`src/hdl/anpn_pkg.sv`:
```
// Constants for the negotiation partner, expansion and next-page bank.
// Assumes a 5-bit management register address and 16-bit register data.
// What this block does
// - Partner register captures received base/next pages
// - Bit 15: primary page 0, protocol page 1
// - Bit 14 shows partner acknowledge
// - Bit 13 shows partner remote fault
// - Bit 11 asymmetric pause while negotiating
// - Bit 10 shows partner pause
// - Bit 9 shows partner 100Base-T4
// - Bit 8 shows partner 100Base-TX full
// - Bit 7: 100Base-TX or parallel 100
// - Bit 6 shows partner 10 full duplex
// - Bit 5: 10 half or parallel 10
// - Bits 4:0 partner selector, reset zero
// - Expansion bit 4 parallel fault, clear-on-read
// - Expansion bit 3 partner next-page able
// - Expansion bit 2 local next-page, reads 1
// - Expansion bit 1 page received, clear-on-read
// - Expansion bit 0 partner negotiation capable while negotiating
// - Software loads next page; device sends it
// - Bit 15 set while more pages follow
// - Bit 13 selects code meaning; code resets 1
// - Bit 12 comply acknowledge, sent in page
// - Bit 11 toggle, inverse of previous word
package anpn_pkg;

   // ************************************************************
   // Register port and map
   // ************************************************************
   localparam int REG_AW = 5;
   localparam int REG_DW = 16;
   localparam logic [REG_AW-1:0] PARTNER_ABILITY_ADDR = 5'h05;
   localparam logic [REG_AW-1:0] EXPANSION_ADDR = 5'h06;
   localparam logic [REG_AW-1:0] NP_TRANSMIT_ADDR = 5'h07;

   // ************************************************************
   // Partner ability fields
   // ************************************************************
   localparam int PA_NP_BIT = 15;
   localparam int PA_ACK_BIT = 14;
   localparam int PA_RF_BIT = 13;
   localparam int PA_ASYM_BIT = 11;
   localparam int PA_PAUSE_BIT = 10;
   localparam int PA_T4_BIT = 9;
   localparam int PA_TXF_BIT = 8;
   localparam int PA_TX_BIT = 7;
   localparam int PA_TENF_BIT = 6;
   localparam int PA_TENH_BIT = 5;
   localparam int PA_SEL_HI = 4;
   localparam int PA_SEL_LO = 0;
   localparam int PA_SEL_W = 5;
   localparam logic PA_FLAG_RESET = 1'b0;
   localparam logic [PA_SEL_W-1:0] PA_SEL_RESET = 5'h00;

   // ************************************************************
   // Expansion fields
   // ************************************************************
   localparam int EXP_PDF_BIT = 4;
   localparam int EXP_LPNP_BIT = 3;
   localparam int EXP_LNP_BIT = 2;
   localparam int EXP_PR_BIT = 1;
   localparam int EXP_LPAN_BIT = 0;
   localparam logic EXP_FLAG_RESET = 1'b0;
   localparam logic EXP_LOCAL_NP_VALUE = 1'b1;

   // ************************************************************
   // Next-page transmit fields
   // ************************************************************
   localparam int NPT_NP_BIT = 15;
   localparam int NPT_MP_BIT = 13;
   localparam int NPT_COMPLY_ACKNOWLEDGE_BIT = 12;
   localparam int NPT_TOG_BIT = 11;
   localparam int NPT_CODE_HI = 10;
   localparam int NPT_CODE_LO = 0;
   localparam int NPT_CODE_W = 11;
   localparam logic NPT_FLAG_RESET = 1'b0;
   localparam logic [NPT_CODE_W-1:0] NPT_CODE_RESET = 11'h001;

   localparam logic [REG_DW-1:0] REG_ZERO = 16'h0000;

endpackage

```
`src/hdl/anpn_rc_flag.sv`:
```
// Sticky status flag that hardware sets and a register read clears.
// Assumes set and clear are one-cycle pulses on sys_clk.
`timescale 1ns/1ns
module anpn_rc_flag
   import anpn_pkg::*;
(
   input wire logic sys_clk,
   input wire logic rst_n,
   input wire logic setPulse,
   input wire logic clearPulse,
   output logic flag
);

   typedef struct packed {
      logic flag;
   } anpn_rc_state_t;

   anpn_rc_state_t st_r;
   anpn_rc_state_t st_nxt;

   always_comb begin
      st_nxt = st_r;
      if (clearPulse) begin
         st_nxt.flag = 1'b0;
      end
      // Set last so an event in the reading cycle survives
      if (setPulse) begin
         st_nxt.flag = 1'b1;
      end
   end

   always_ff @(posedge sys_clk) begin
      if (!rst_n) begin
         st_r.flag <= EXP_FLAG_RESET;
      end else begin
         st_r <= st_nxt;
      end
   end

   assign flag = st_r.flag;

endmodule

```
`src/hdl/anpn_np_tx.sv`:
```
// Next-page transmit register and the page word offered to the engine.
// Assumes the engine pulses taken once per next page it exchanges.
`timescale 1ns/1ns
module anpn_np_tx
   import anpn_pkg::*;
(
   input wire logic sys_clk,
   input wire logic rst_n,
   input wire logic wrEn,
   input wire logic [REG_DW-1:0] wrData,
   input wire logic restart,
   input wire logic taken,
   output logic [REG_DW-1:0] npWord,
   output logic loaded
);

   typedef struct packed {
      logic nextPage;
      logic msgSelect;
      logic comply;
      logic toggle;
      logic [NPT_CODE_W-1:0] code;
      logic loaded;
   } anpn_np_state_t;

   anpn_np_state_t st_r;
   anpn_np_state_t st_nxt;

   always_comb begin
      st_nxt = st_r;
      // toggle and bit 14 not writable
      if (wrEn) begin
         st_nxt.nextPage = wrData[NPT_NP_BIT];
         st_nxt.msgSelect = wrData[NPT_MP_BIT];
         st_nxt.comply = wrData[NPT_COMPLY_ACKNOWLEDGE_BIT];
         st_nxt.code = wrData[NPT_CODE_HI:NPT_CODE_LO];
      end
      if (restart) begin
         st_nxt.toggle = NPT_FLAG_RESET;
      end else if (taken) begin
         st_nxt.toggle = ~st_r.toggle;
      end
      if (taken || restart) begin
         st_nxt.loaded = 1'b0;
      end
      if (wrEn) begin
         st_nxt.loaded = 1'b1;
      end
   end

   always_ff @(posedge sys_clk) begin
      if (!rst_n) begin
         st_r.nextPage <= NPT_FLAG_RESET;
         st_r.msgSelect <= NPT_FLAG_RESET;
         st_r.comply <= NPT_FLAG_RESET;
         st_r.toggle <= NPT_FLAG_RESET;
         st_r.code <= NPT_CODE_RESET;
         st_r.loaded <= NPT_FLAG_RESET;
      end else begin
         st_r <= st_nxt;
      end
   end

   // register content is the sent page
   assign npWord = {st_r.nextPage, 1'b0, st_r.msgSelect, st_r.comply, st_r.toggle, st_r.code};
   assign loaded = st_r.loaded;

endmodule

```
`src/hdl/anpn_regs.sv`:
```
// Partner ability, negotiation expansion and next-page transmit registers.
// Assumes a management engine presents decoded register strobes on sys_clk
// and a negotiation engine presents received pages and detection events.
`timescale 1ns/1ns
module anpn_regs
   import anpn_pkg::*;
(
   input wire logic sys_clk,
   input wire logic rst_n,
   // Management register port
   input wire logic [REG_AW-1:0] regAddr,
   input wire logic regWrEn,
   input wire logic regRdEn,
   input wire logic [REG_DW-1:0] regWrData,
   output logic [REG_DW-1:0] regRdData,
   output logic regRdValid,
   output logic regSelect,
   // Negotiation engine status and events
   input wire logic anEnable,
   input wire logic anRestart,
   input wire logic rxPageValid,
   input wire logic rxPageIsNext,
   input wire logic [REG_DW-1:0] rxPageWord,
   input wire logic pdLinkUp,
   input wire logic pdSpeed100,
   input wire logic pdFault,
   input wire logic partnerNpAble,
   input wire logic partnerAnAble,
   // Next-page handshake with the engine
   input wire logic npTxTaken,
   output logic [REG_DW-1:0] npTxWord,
   output logic npTxLoaded
);

   // ************************************************************
   // State
   // ************************************************************
   typedef struct packed {
      logic nextPage;
      logic ack;
      logic remoteFault;
      logic asymPause;
      logic pause;
      logic t4;
      logic txFull;
      logic tx;
      logic tenFull;
      logic tenHalf;
      logic [PA_SEL_W-1:0] selector;
      logic lpNpAble;
      logic lpAnAble;
      logic [REG_DW-1:0] rdData;
      logic rdValid;
   } anpn_regs_state_t;

   anpn_regs_state_t st_r;
   anpn_regs_state_t st_nxt;

   logic partnerHit;
   logic expansionHit;
   logic npTransmitHit;
   logic expansionRead;
   logic npWrite;
   logic pageRxFlag;
   logic pdFaultFlag;
   logic [REG_DW-1:0] partnerView;
   logic [REG_DW-1:0] expansionView;
   logic [REG_DW-1:0] npView;
   logic pageCapture;
   logic detect100;
   logic detect10;

   // ************************************************************
   // Address decode
   // ************************************************************
   function automatic logic regHit(input logic [REG_AW-1:0] addr, input logic [REG_AW-1:0] offset);
      regHit = (addr == offset);
   endfunction

   // Bits that only mean something while negotiation is on
   function automatic logic gateByEnable(input logic stored, input logic enabled);
      gateByEnable = stored & enabled;
   endfunction

   assign partnerHit = regHit(regAddr, PARTNER_ABILITY_ADDR);
   assign expansionHit = regHit(regAddr, EXPANSION_ADDR);
   assign npTransmitHit = regHit(regAddr, NP_TRANSMIT_ADDR);
   // Outer read mux takes this bank's data only when selected
   assign regSelect = partnerHit | expansionHit | npTransmitHit;

   // Clear-on-read acts on the same edge the data is sampled
   assign expansionRead = regRdEn & expansionHit;

   // only the transmit register takes writes
   assign npWrite = regWrEn & npTransmitHit;

   // ************************************************************
   // Engine event qualification
   // ************************************************************
   // Restart outranks a page capture or a speed detection in the same cycle
   assign pageCapture = rxPageValid & ~anRestart;
   assign detect100 = pdLinkUp & ~anRestart & pdSpeed100;
   assign detect10 = pdLinkUp & ~anRestart & ~pdSpeed100;

   // ************************************************************
   // Register views
   // ************************************************************
   always_comb begin
      partnerView = REG_ZERO;
      partnerView[PA_NP_BIT] = st_r.nextPage;
      partnerView[PA_ACK_BIT] = st_r.ack;
      partnerView[PA_RF_BIT] = st_r.remoteFault;
      partnerView[PA_ASYM_BIT] = gateByEnable(st_r.asymPause, anEnable);
      partnerView[PA_PAUSE_BIT] = st_r.pause;
      partnerView[PA_T4_BIT] = st_r.t4;
      partnerView[PA_TXF_BIT] = st_r.txFull;
      partnerView[PA_TX_BIT] = st_r.tx;
      partnerView[PA_TENF_BIT] = st_r.tenFull;
      partnerView[PA_TENH_BIT] = st_r.tenHalf;
      partnerView[PA_SEL_HI:PA_SEL_LO] = st_r.selector;
   end

   always_comb begin
      expansionView = REG_ZERO;
      expansionView[EXP_PDF_BIT] = pdFaultFlag;
      expansionView[EXP_LPNP_BIT] = st_r.lpNpAble;
      expansionView[EXP_LNP_BIT] = EXP_LOCAL_NP_VALUE;
      expansionView[EXP_PR_BIT] = pageRxFlag;
      expansionView[EXP_LPAN_BIT] = gateByEnable(st_r.lpAnAble, anEnable);
   end

   // ************************************************************
   // Next state
   // ************************************************************
   always_comb begin
      st_nxt = st_r;
      st_nxt.rdValid = regRdEn;

      if (anRestart) begin
         st_nxt.nextPage = PA_FLAG_RESET;
         st_nxt.ack = PA_FLAG_RESET;
         st_nxt.remoteFault = PA_FLAG_RESET;
         st_nxt.asymPause = PA_FLAG_RESET;
         st_nxt.pause = PA_FLAG_RESET;
         st_nxt.t4 = PA_FLAG_RESET;
         st_nxt.txFull = PA_FLAG_RESET;
         st_nxt.tx = PA_FLAG_RESET;
         st_nxt.tenFull = PA_FLAG_RESET;
         st_nxt.tenHalf = PA_FLAG_RESET;
         st_nxt.selector = PA_SEL_RESET;
      end else if (pageCapture) begin
         // base page, later replaced by next pages
         // kind taken from rxPageIsNext, not from bit 15 of the received word
         st_nxt.nextPage = rxPageIsNext;
         st_nxt.ack = rxPageWord[PA_ACK_BIT];
         st_nxt.remoteFault = rxPageWord[PA_RF_BIT];
         st_nxt.asymPause = rxPageWord[PA_ASYM_BIT];
         st_nxt.pause = rxPageWord[PA_PAUSE_BIT];
         st_nxt.t4 = rxPageWord[PA_T4_BIT];
         st_nxt.txFull = rxPageWord[PA_TXF_BIT];
         st_nxt.tx = rxPageWord[PA_TX_BIT];
         st_nxt.tenFull = rxPageWord[PA_TENF_BIT];
         st_nxt.tenHalf = rxPageWord[PA_TENH_BIT];
         st_nxt.selector = rxPageWord[PA_SEL_HI:PA_SEL_LO];
      end

      // Parallel detection only ever adds the detected speed
      // 100 link without pages
      if (detect100) begin
         st_nxt.tx = 1'b1;
      end
      if (detect10) begin
         st_nxt.tenHalf = 1'b1;
      end

      st_nxt.lpNpAble = partnerNpAble;
      st_nxt.lpAnAble = partnerAnAble;

      // Read data sampled before the clear-on-read takes effect
      st_nxt.rdData = REG_ZERO;
      if (regRdEn) begin
         if (partnerHit) begin
            st_nxt.rdData = partnerView;
         end else if (expansionHit) begin
            st_nxt.rdData = expansionView;
         end else if (npTransmitHit) begin
            st_nxt.rdData = npView;
         end else begin
            st_nxt.rdData = REG_ZERO;
         end
      end else begin
         st_nxt.rdData = st_r.rdData;
      end
   end

   // ************************************************************
   // Registers
   // ************************************************************
   always_ff @(posedge sys_clk) begin
      if (!rst_n) begin
         st_r.nextPage <= PA_FLAG_RESET;
         st_r.ack <= PA_FLAG_RESET;
         st_r.remoteFault <= PA_FLAG_RESET;
         st_r.asymPause <= PA_FLAG_RESET;
         st_r.pause <= PA_FLAG_RESET;
         st_r.t4 <= PA_FLAG_RESET;
         st_r.txFull <= PA_FLAG_RESET;
         st_r.tx <= PA_FLAG_RESET;
         st_r.tenFull <= PA_FLAG_RESET;
         st_r.tenHalf <= PA_FLAG_RESET;
         st_r.selector <= PA_SEL_RESET;
         st_r.lpNpAble <= EXP_FLAG_RESET;
         st_r.lpAnAble <= EXP_FLAG_RESET;
         st_r.rdData <= REG_ZERO;
         st_r.rdValid <= 1'b0;
      end else begin
         st_r <= st_nxt;
      end
   end

   // ************************************************************
   // Clear-on-read expansion flags
   // ************************************************************
   // fault sticky until read
   anpn_rc_flag u_pd_fault_flag (
      .sys_clk(sys_clk),
      .rst_n(rst_n),
      .setPulse(pdFault),
      .clearPulse(expansionRead),
      .flag(pdFaultFlag)
   );

   anpn_rc_flag u_page_rx_flag (
      .sys_clk(sys_clk),
      .rst_n(rst_n),
      .setPulse(rxPageValid),
      .clearPulse(expansionRead),
      .flag(pageRxFlag)
   );

   // ************************************************************
   // Next-page transmit register
   // ************************************************************
   // software page handed to the engine
   anpn_np_tx u_np_tx (
      .sys_clk(sys_clk),
      .rst_n(rst_n),
      .wrEn(npWrite),
      .wrData(regWrData),
      .restart(anRestart),
      .taken(npTxTaken),
      .npWord(npView),
      .loaded(npTxLoaded)
   );

   // ************************************************************
   // Outputs
   // ************************************************************
   assign npTxWord = npView;
   assign regRdData = st_r.rdData;
   assign regRdValid = st_r.rdValid;

endmodule

```
`config.mk`:
```
export PLATFORM = sky130hd
export DESIGN_NAME = anpn_regs
export DESIGN_NICKNAME = d
export VERILOG_FILES = /design/src/hdl/anpn_pkg.sv /design/src/hdl/anpn_rc_flag.sv /design/src/hdl/anpn_np_tx.sv /design/src/hdl/anpn_regs.sv
export SDC_FILE = /design/constraint.sdc
export NUM_CORES = 1
export LEC_CHECK = 0
export BUFFER_PORTS_ARGS = -buffer_cell sky130_fd_sc_hd__buf_2
export CORE_UTILIZATION = 31
export DETAILED_ROUTE_END_ITERATION = 8
export HOLD_SLACK_MARGIN = 0.02
export MAX_ROUTING_LAYER = met4
export PLACE_DENSITY = 0.65
export SYNTH_ARGS = -nofsm -noshare
export SYNTH_HDL_FRONTEND = slang
export SYNTH_SLANG_ARGS = --single-unit
```
`constraint.sdc`:
```
create_clock -name sys_clk -period 1.26 [get_ports sys_clk]
set_clock_uncertainty 0.15 [all_clocks]
set_input_delay 0.126 -clock sys_clk [delete_from_list [all_inputs] [get_ports sys_clk]]
set_output_delay 0.126 -clock sys_clk [all_outputs]
set_load 0.02 [all_outputs]
```
# == Word level (Yosys, flattened, before mapping) ==
# Cells that the tools add are included.
# totals
ff_bits,52
inputBits,51
wordCells,59
# op_classes
eq_ne,3
mux,12
bitwise_logic,14
n_reduce_logical,7
# op_table
op,count
two-way mux 16 bit,3
two-way mux 8 bit,2
"== test 5 x 3 -> 1 bit, second input constant",3
bitwise AND 1 bit,8
two-way mux 1 bit,7
nonzero test 2 bit,3
nonzero test 3 bit,2
inverter 1 bit,4
bitwise OR 1 bit,2
OR reduction 2 bit,1
logical OR 1 bit,1

# == Depth between registers and ports, before layout ==
# Gate-level depths: netlist (run 1).
# depth
depth_word,5
ltp_mapped,5

# == By module ==
# A second synthesis (run 1) with hierarchy kept.
# unflattened
cells_unflattened,235
hier_area_um2,2369.8
# modules_own_cells
mod,n_inst,cells_per_inst,area_per_inst_um2
anpn_regs,1,176,1664.1
anpn_np_tx,1,53,623.1
anpn_rc_flag,2,3,41.3

# == Worst setup path after synthesis (run 1) ==
# OpenSTA, ideal clock, no wires.
# synth_path
path_kind,in2reg
from,in regAddr[3]
to,"reg u_np_tx.st_r, in the netlist u_np_tx.npWord[10]"
t_arrival_ps,1026
required_ps,1038
slack_ps,12
stages,5
cell_sequence,and4bb_4 and3_4 buf_6 buf_12 mux2i_1
# synth_via
elab_chain_len,2
# synth_rtl
element,line,rtl
start: declaration,anpn_regs.sv:11,"input wire logic [REG_AW-1:0] regAddr,"
== test 5 x 3 -> 1 bit,anpn_regs.sv:77,regHit = (addr == offset);
bitwise AND 1 bit,anpn_regs.sv:95,assign npWrite = regWrEn & npTransmitHit;
end signal: assignment,anpn_np_tx.sv:60,st_r <= st_nxt;
end: declaration,anpn_np_tx.sv:26,anpn_np_state_t st_r;
# No other way between the ends.
# A chain may end at the register's enable or synchronous reset.

# == Final worst setup path (run 1) ==
# layout_path
from,in regAddr[4]
to,out regSelect
# layout_via
elab_chain_len,3
# layout_rtl
element,line,rtl
== test 5 x 3 -> 1 bit,anpn_regs.sv:77,
bitwise OR 1 bit,anpn_regs.sv:89,assign regSelect = partnerHit | expansionHit | npTransmitHit;
bitwise OR 1 bit *,anpn_regs.sv:89,
end: declaration,anpn_regs.sv:17,"output logic regSelect,"
# Mark *: on every way between the ends. The rest lies on a longest branch, timed or not.

==> metrics list, run 1 <==
- Sequential standard cell area: 0.00104 mm2
- The multi-input combinational cells in the finished layout cover a total of 0.00105 mm2.
- In this run the critical register-to-register path is captured at regRdData[4].
* Placement-stage worst setup slack: -162 ps
* Post-Route Hold Slack: 68.3 ps
* TritonCTS Sinks: 52
- Pleak: 0.00143 uW
* Antenna violations before repair: 0
- The placed instances occupy a cell area of 0.00275 mm2.
* Hold Crit Endpoint: regRdData[0]
* Sort of element at the end of the critical path: output pin
- Synth Warn #: 0
- For this run, the top clock speed supported by timing is 841 MHz.
- Starting utilization of the core area: 32.1%
* Remaining global-route overflow: 0
* Final number of hold-violating endpoints: 0
* Cell row count: 31
- The H-tree was split into 2 levels.
- Y dimension of the die: 88.9 um
- The first global-routing pass estimated 8.91 mm of wire.
- Setup repair after global routing missed its margin: false
- The design draws 3710 uW.
* Power per standard cell area: 1130 mW/mm2
- After clock tree synthesis, the clock-pin slew on the worst setup and hold paths is 90 ps.
- The first detailed-routing pass took 4 iterations.
- CTS tree: built
- The max-slew violation count came to 0.
- The die covers 0.00790 mm2.
- Final Cell Area: 0.00328 mm2
- Dominant cell type by count on the critical path: buf_2
* Count of antenna diodes in the layout: 0
* Hold crit path type: input pin to flop
- Inserted Clock Buffers: 5
* I/O pin total: 86
* Most common cell after layout, fill and taps aside: buf_2
- The clock reaches the later pin of the worst-skew pair after 300 ps.
* Root buf cell: clkbuf_8
* Vias in the first global route: 1878
- Maximum net fanout on the critical path: 3
- The critical path contains buffers and inverters numbering 3 combined.
* Crit Reg-Reg Startpoint: u_np_tx.npWord[4]
* Sequential fraction of the synthesis area: 44.5%
- After detailed routing, the average wire length per cell comes to 12.9 um.
* Fillcell total: 749
* Met1 usage: 20.2%
- Entering global routing, the biggest net connects 30 pins.
* Combined area of all synthesized cells: 0.00234 mm2
- Counting tap cells, the placed design contains a total of 407 instances.
- Setup violations remaining at the end of the flow were counted as 0.
- Worst path max stage delay: 230 ps
* Startpoint kind of the worst setup timing path: input pin
- In this run the register-to-register setup slack is 160 ps.
- Using the TritonRoute via totals, the vias-per-cell ratio works out to 4.47.
- Total number of vias: 2021
- Flip-flop and latch count after synthesis: 52
* Dominant delay contributor by cell family on the critical path: buffers and inverters
- Crit-path slowest cell: nor3b_1
* Worst Path Class, Setup: input pin to output pin
* Number of design-rule violations left by the first detailed-router iteration: 116
* Area added between synthesis and finish: 40.2%
- Met3 track demand over resource: 2.77%
* Period Utilization, post-route: 94.3%
* Worst min-delay path startpoint: regRdEn
- The worst path meets setup with 71.4 ps of slack.
- Sum of routed wire length over all layers: 5.82 mm
* Final non-filler cell total: 452
- Synthesized area per cell: 9.33 um2
- Worst vdd rail ir drop: 0.470 mV
* Net count reported at finish: 403
* Count of instances resized after the clock tree is built: 0
- Routability-driven placement finished with a final weighted congestion of 0.799.
- At the worst endpoint, the required time is 980 ps.
* Total of max-cap violations: 0
- Once detailed placement completed, the half-perimeter wirelength came to 4.24 mm.
- In the synthesized netlist, the number of instances is 251.
- After floorplanning, the core was sized to cover 0.00729 mm2.
- The longest clock path from root to sink contains 2 buffers.
- Most frequent cells in the layout: buf_2 (80), dfxtp_1 (52), dlygate4sd3_1 (37), nand2_1 (29), mux2i_1 (28)
* Count of unique library cells instantiated by Yosys: 40
- The run finished with clean final reports.
- Horizontal die dimension: 88.9 um
- The worst path needs 1190 ps of the cycle, external delays included.
- Walking the worst path, the cells encountered are buf_2 > nor3b_1 > buf_4 > o21a_1 > buf_2.
- Hold Crit Depth: 3
* Global routing usage on met2: 23.1%
- In the routed design, unresolved DRC markers number 0.
* Arrival time at the worst endpoint: 910 ps
- Measured in cells, the most critical reg-to-reg path has a length of 3.
- Overall global routing resource usage: 15.3%
* Busiest layer in global routing: met2
- Net count after synthesis: 302
* Fraction of layout instances using a drive strength above 1: 30.9%
* Number of antenna-violating nets in the routed design: 0
* Count of buffers from port buffering: 80
-- how the worst max path moves through the flow --
stage | from | to | slack, ps | cells after the start
6_report | regAddr[4] | regSelect | 70 | 5
5_1_grt | regAddr[4] | regSelect | 0.9 | 5
4_1_cts | regAddr[4] | regSelect | 70 | 5
3_5_place_dp | regAddr[3] | u_np_tx.npWord[4] | -160 | 4
3_3_place_gp | regAddr[3] | u_np_tx.npWord[8] | -110 | 4
2_1_floorplan | regAddr[3] | u_np_tx.npWord[10] | 10 | 5
-- worst reg2reg max path, stage by stage (launching register included) --
cell and delay, ps:
dfxtp_1 320, mux2_2 280, a22oi_1 140, o21ai_0 100
-- report_power, final --
group / internal [uW] / switching (uW) / leakage, uW
logic: 249 / 212 / 0.000928
clock network: 992 / 543 / 0.0000784
registers: 1690 / 24.5 / 0.000424
-- metrics by stage --
stage               util [%]  TNS (ps)
floorplan                  -         0
global placement        37.7     -1580
detailed placement      37.7     -2210
CTS                     45.0         0
global route            45.0         0
finish                  45.0         0
-- area by class of cell --
cell class / count / share of cell area, %
timing repair buffer: 131 / 27.4
sequential: 52 / 31.7
tap: 99 / 3.77
clock buffer: 5 / 2.10
clock inverter: 3 / 2.74
inverter: 1 / 0.114
multi-input combinational: 161 / 32.1
-- cell families after synthesis --
logic type	count (synthesis)	share of synthesized area, %
and+or+nand+nor	87	20.0
DFF	52	44.5
AOI/OAI and AO/OA	41	11.1
buffers and inverters	38	10.5
muxes	31	13.4
xor gates and xnor gates	1	0.374
other	1	0.160
-- flip-flops by register name, indices dropped and copies added, names as in the netlist --
name and count:
u_page_rx_flag.flag 1, regRdValid 1, st_r 2, u_pd_fault_flag.flag 1, regRdData 16, u_np_tx.loaded 1
partnerView 14, expansionView 1, u_np_tx.npWord 15
-- timing repair --
action,4_1_cts,5_1_grt
buffers inserted,0,0
hold endpoints to repair,34,0
hold buffers,37,0
-- metal layers --
layer,share of wire [%],up-vias
met5,0,-
met4,1.9,0
met3,4.1,10
met2,46,61
met1,48,900
li1,-,1050
-- cell usage after synthesis (all sizes together) --
cell type	n	area, um2
nand4	2	12.5
conb	1	3.75
mux2i	28	280
dfxtp	52	1040
nor4bb	1	10.0
nand2b	7	43.8
nand4b	1	8.76
a21boi	4	30.0
inv	1	3.75
mux2	3	33.8
buf	26	201
and2	4	25.0
nand3b	11	82.6
and3b	1	8.76
o221ai	1	8.76
nand2	29	109
a21oi	4	20.0
xnor2	1	8.76
o21a	2	15.0
clkbuf	11	41.3
nand3	8	40.0
a211oi	1	7.51
o21ai	14	70.1
nor3b	2	15.0
nor2b	1	6.26
a31oi	8	50.1
a21o	1	7.51
and4bb	2	28.8
nor2	16	60.1
and3	2	17.5
a22oi	3	22.5
o211ai	3	27.5
Note: power is estimated with default switching activity, not from simulation.
==> inputs of run 2 (changes only) <==
--- a/config.mk
+++ b/config.mk
@@ -9,8 +9,8 @@
 export CORE_UTILIZATION = 31
 export DETAILED_ROUTE_END_ITERATION = 8
 export HOLD_SLACK_MARGIN = 0.02
-export MAX_ROUTING_LAYER = met4
 export PLACE_DENSITY = 0.65
+export REMOVE_ABC_BUFFERS = 1
 export SYNTH_ARGS = -nofsm -noshare
 export SYNTH_HDL_FRONTEND = slang
 export SYNTH_SLANG_ARGS = --single-unit
==> run 2 against run 1 <==
Against the previous run:
- via count grew 3.1%
- utilization grew 0.91 points
- sequential power is essentially flat
- combinational power grew 4.8%
- largest cell class unchanged
- largest power group unchanged
==> metrics list, run 2 (synthesized netlist as in run 1, its figures left out) <==
- Count of antenna diodes in the layout: 0 (unchanged)
* Core Area: 0.00729 mm2 (unchanged)
* Total power consumption of the routed design: 3440 uW (-7.2%)
- Number of flip-flops under the largest register name: 16 (unchanged)
* Full die area: 0.00790 mm2 (unchanged)
- The part of the power in combinational logic was 14.0% (+1.6 points).
- Root buf cell: clkbuf_8
- The clock insertion delay at the later pin of the skew report came to 300 ps (about the same).
- Net count reported at finish: 408 (+1.2%)
* Drc violations: 0 (unchanged)
- The wire length of the first global-routing pass came to 9.40 mm (+5.6%).
- The clock slew at the register clock pins of the worst setup and hold paths is 90 ps (about the same).
* Net switching fraction of the power: 22.9% (+1.9 points)
* Hold crit path type: input pin to flop
- Ordered list of cells on the worst path: buf_2 > buf_4 > nor3b_2 > o21a_1 > buf_2
- The count of buffer and inverter cells on the critical path came to 3 (unchanged).
- The maximum count of clock buffers along a single path was 2 (unchanged).
- Worst path max stage delay: 210 ps (-20 ps)
- TritonCTS built the clock tree.
- Post-layout utilization of the core: 45.9% (+0.91 points)
- The via total after detailed routing was 2083 (+3.1%).
- Number of antenna-violating nets in the routed design: 0 (unchanged)
* Number of design-rule violations left by the first detailed-router iteration: 66 (-43%)
- Area added between synthesis and finish: 43.0%
* Minimum period implied by the final worst setup slack: 1190 ps (+0.593 ps)
- Leaving out fill and tap cells, the most frequent cell in the layout is buf_2.
- I/O pin total: 86 (unchanged)
* HPWL after detailed placement: 4.30 mm (+1.4%)
* Worst reg-to-reg path cell count: 3 (unchanged)
- The net switching power is 789 uW (+1.3%).
- Horizontal die dimension: 88.9 um (unchanged)
* Total count of max-transition violations in the final report: 0 (unchanged)
- Pre-antenna DRT Iters: 4 (unchanged)
* Crit-path slowest cell: nor3b_2
- Crit Reg-Reg Startpoint: u_np_tx.npWord[4]
- Dominant cell type by count on the critical path: buf_2
- Period Utilization, post-route: 94.4% (about the same)
- The sum of overflow across all layers after global routing came to 0 (unchanged).
* Final weighted congestion of routability-driven global placement: 0.705 (-12%)
* Final number of hold-violating endpoints: 0 (unchanged)
- The worst endpoint required time came to 980 ps (about the same).
- The largest fanout on the critical path was 2 (-1).
- The setup path with the least slack is of type input pin to output pin.
* Fraction of layout instances using a drive strength above 1: 31.8% (+0.97 points)
- STA classifies the critical path endpoint as an output pin.
- Dominant delay contributor by cell family on the critical path: buffers and inverters
- R2R Setup Slk: 130 ps (-30 ps)
* Arrival time at the worst endpoint: 910 ps (about the same)
* Y dimension of the die: 88.9 um (unchanged)
* Most frequent cells in the layout: buf_2 (80), dfxtp_1 (52), dlygate4sd3_1 (38), nand2_1 (29), mux2i_1 (28)
- The critical path ends at regSelect.
- Run status: finished, final reports clean
- The effective utilization at floorplan is 32.1% (unchanged).
* Worst vdd rail ir drop: 0.724 mV (+54%)
- Detail-routed net length per standard cell: 13.2 um (+2.6%)
* Pin count of the biggest net entering global routing: 23 (-23%)
- Number of buffers inserted by post-CTS setup repair: 0 (unchanged)
* Overall global routing resource usage: 16.0% (+0.73 points)
* Logic depth of the worst setup path including buffers: 5 (unchanged)
- Sum of routed wire length over all layers: 6.04 mm (+3.8%)
* Cell internal power dissipation: 2650 uW (-9.4%)
- Sequential cell fraction of total power: 49.7% (+3.5 points)
- Reg2Reg Capture Point: regRdData[4]
* TritonCTS Sinks: 52 (unchanged)
* Count of buffers from port buffering: 80 (unchanged)
- Routed vias/inst: 4.56 (+1.9%)
- The number of antenna violations at the first check in global routing came to 0 (unchanged).
* Power per standard cell area: 1030 mW/mm2 (-9.0%)
* Vias in the first global route: 1961 (+4.4%)
- Fraction of power consumed by the clock network: 36.3% (-5.1 points)
- Total of max-cap violations: 0 (unchanged)
- The number of CTS-inserted buffers came to 5 (unchanged).
- The cell depth of the worst hold path came to 4 (+1).
* Pleak: 0.00146 uW (+1.9%)
- Setup repair after global routing left no endpoint under its margin.
- STA classifies the critical path startpoint as an input pin.
* Max H-tree Level: 2 (unchanged)
- Maximum clock frequency: 841 MHz (about the same)
- The critical path starts at regAddr[3].
- The row count is 31 (unchanged).
* Final setup violation count: 0 (unchanged)
[run 2: timing repair]
item / 4_1_cts / 5_1_grt
endpoints found under the hold margin: 34 / 0
gates resized for setup: 1 / 1
endpoints found under the setup margin: 1 / 1
pin swaps: 0 / 0
hold buffers: 38 / 0
[run 2: worst reg2reg max path, delay by kind of cell (launching register included)]
| kind | cells | cell delay, ps |
|---|---|---|
| AO/OA/AOI/OAI | 2 | 260 |
| multiplexers | 1 | 260 |
| flip-flops | 1 | 340 |
[run 2: metrics by stage]
| step | hold WS (ps) | TNS, ps | instances | worst slack [ps] | area, um2 |
|---|---|---|---|---|---|
| after floorplan | 40.6 | -831 | 214 | -62.4 | 2100 |
| after global placement | 194 | -1050 | 411 | -103 | 2830 |
| after detailed placement | 197 | -1830 | 411 | -126 | 2830 |
| after CTS | 27.3 | 0 | 457 | 44.2 | 3340 |
| after global routing | 66.7 | 0 | 457 | 18.0 | 3350 |
| final | 39.7 | 0 | 457 | 70.8 | 3350 |
[run 2: layer usage]
metal	vias to the layer above	part of all wire [%]	GRT usage, %	wire, um
met5	-	0	0	0
met3	7	4.7	3.32	286
li1	1059	-	-	-
met4	0	1.6	4.99	97
met2	58	49	28.5	2930
met1	959	45	19.3	2720
[run 2: power by group through the flow]
stage	logic (uW)	registers [uW]	clock network, uW
after floorplan	123	1770	0
after global placement	387	1750	0
after detailed placement	393	1750	0
after CTS	486	1710	1300
after global routing	533	1720	1340
final	483	1710	1250
[run 2: cell type report]
cell class                      instances  area (um2)
Timing Repair Buffer                  136         995
Clock inverter                          1        30.0
Inverter                                1        3.75
Clock buffer                            7        96.3
Sequential cell                        52        1040
Tap cell                               99         124
Multi-Input combinational cell        161        1060
Fill cell                             740        3940
[run 2: worst min path at each step]
stage / start / to / slack, ps
after detailed placement: partnerNpAble / expansionView[3] / 200
after global placement: partnerNpAble / expansionView[3] / 190
after global routing: regAddr[4] / regRdData[0] / 70
after floorplan: rst_n / u_np_tx.npWord[0] / 40
after CTS: regAddr[4] / regRdData[0] / 30
final: regAddr[4] / regRdData[0] / 40
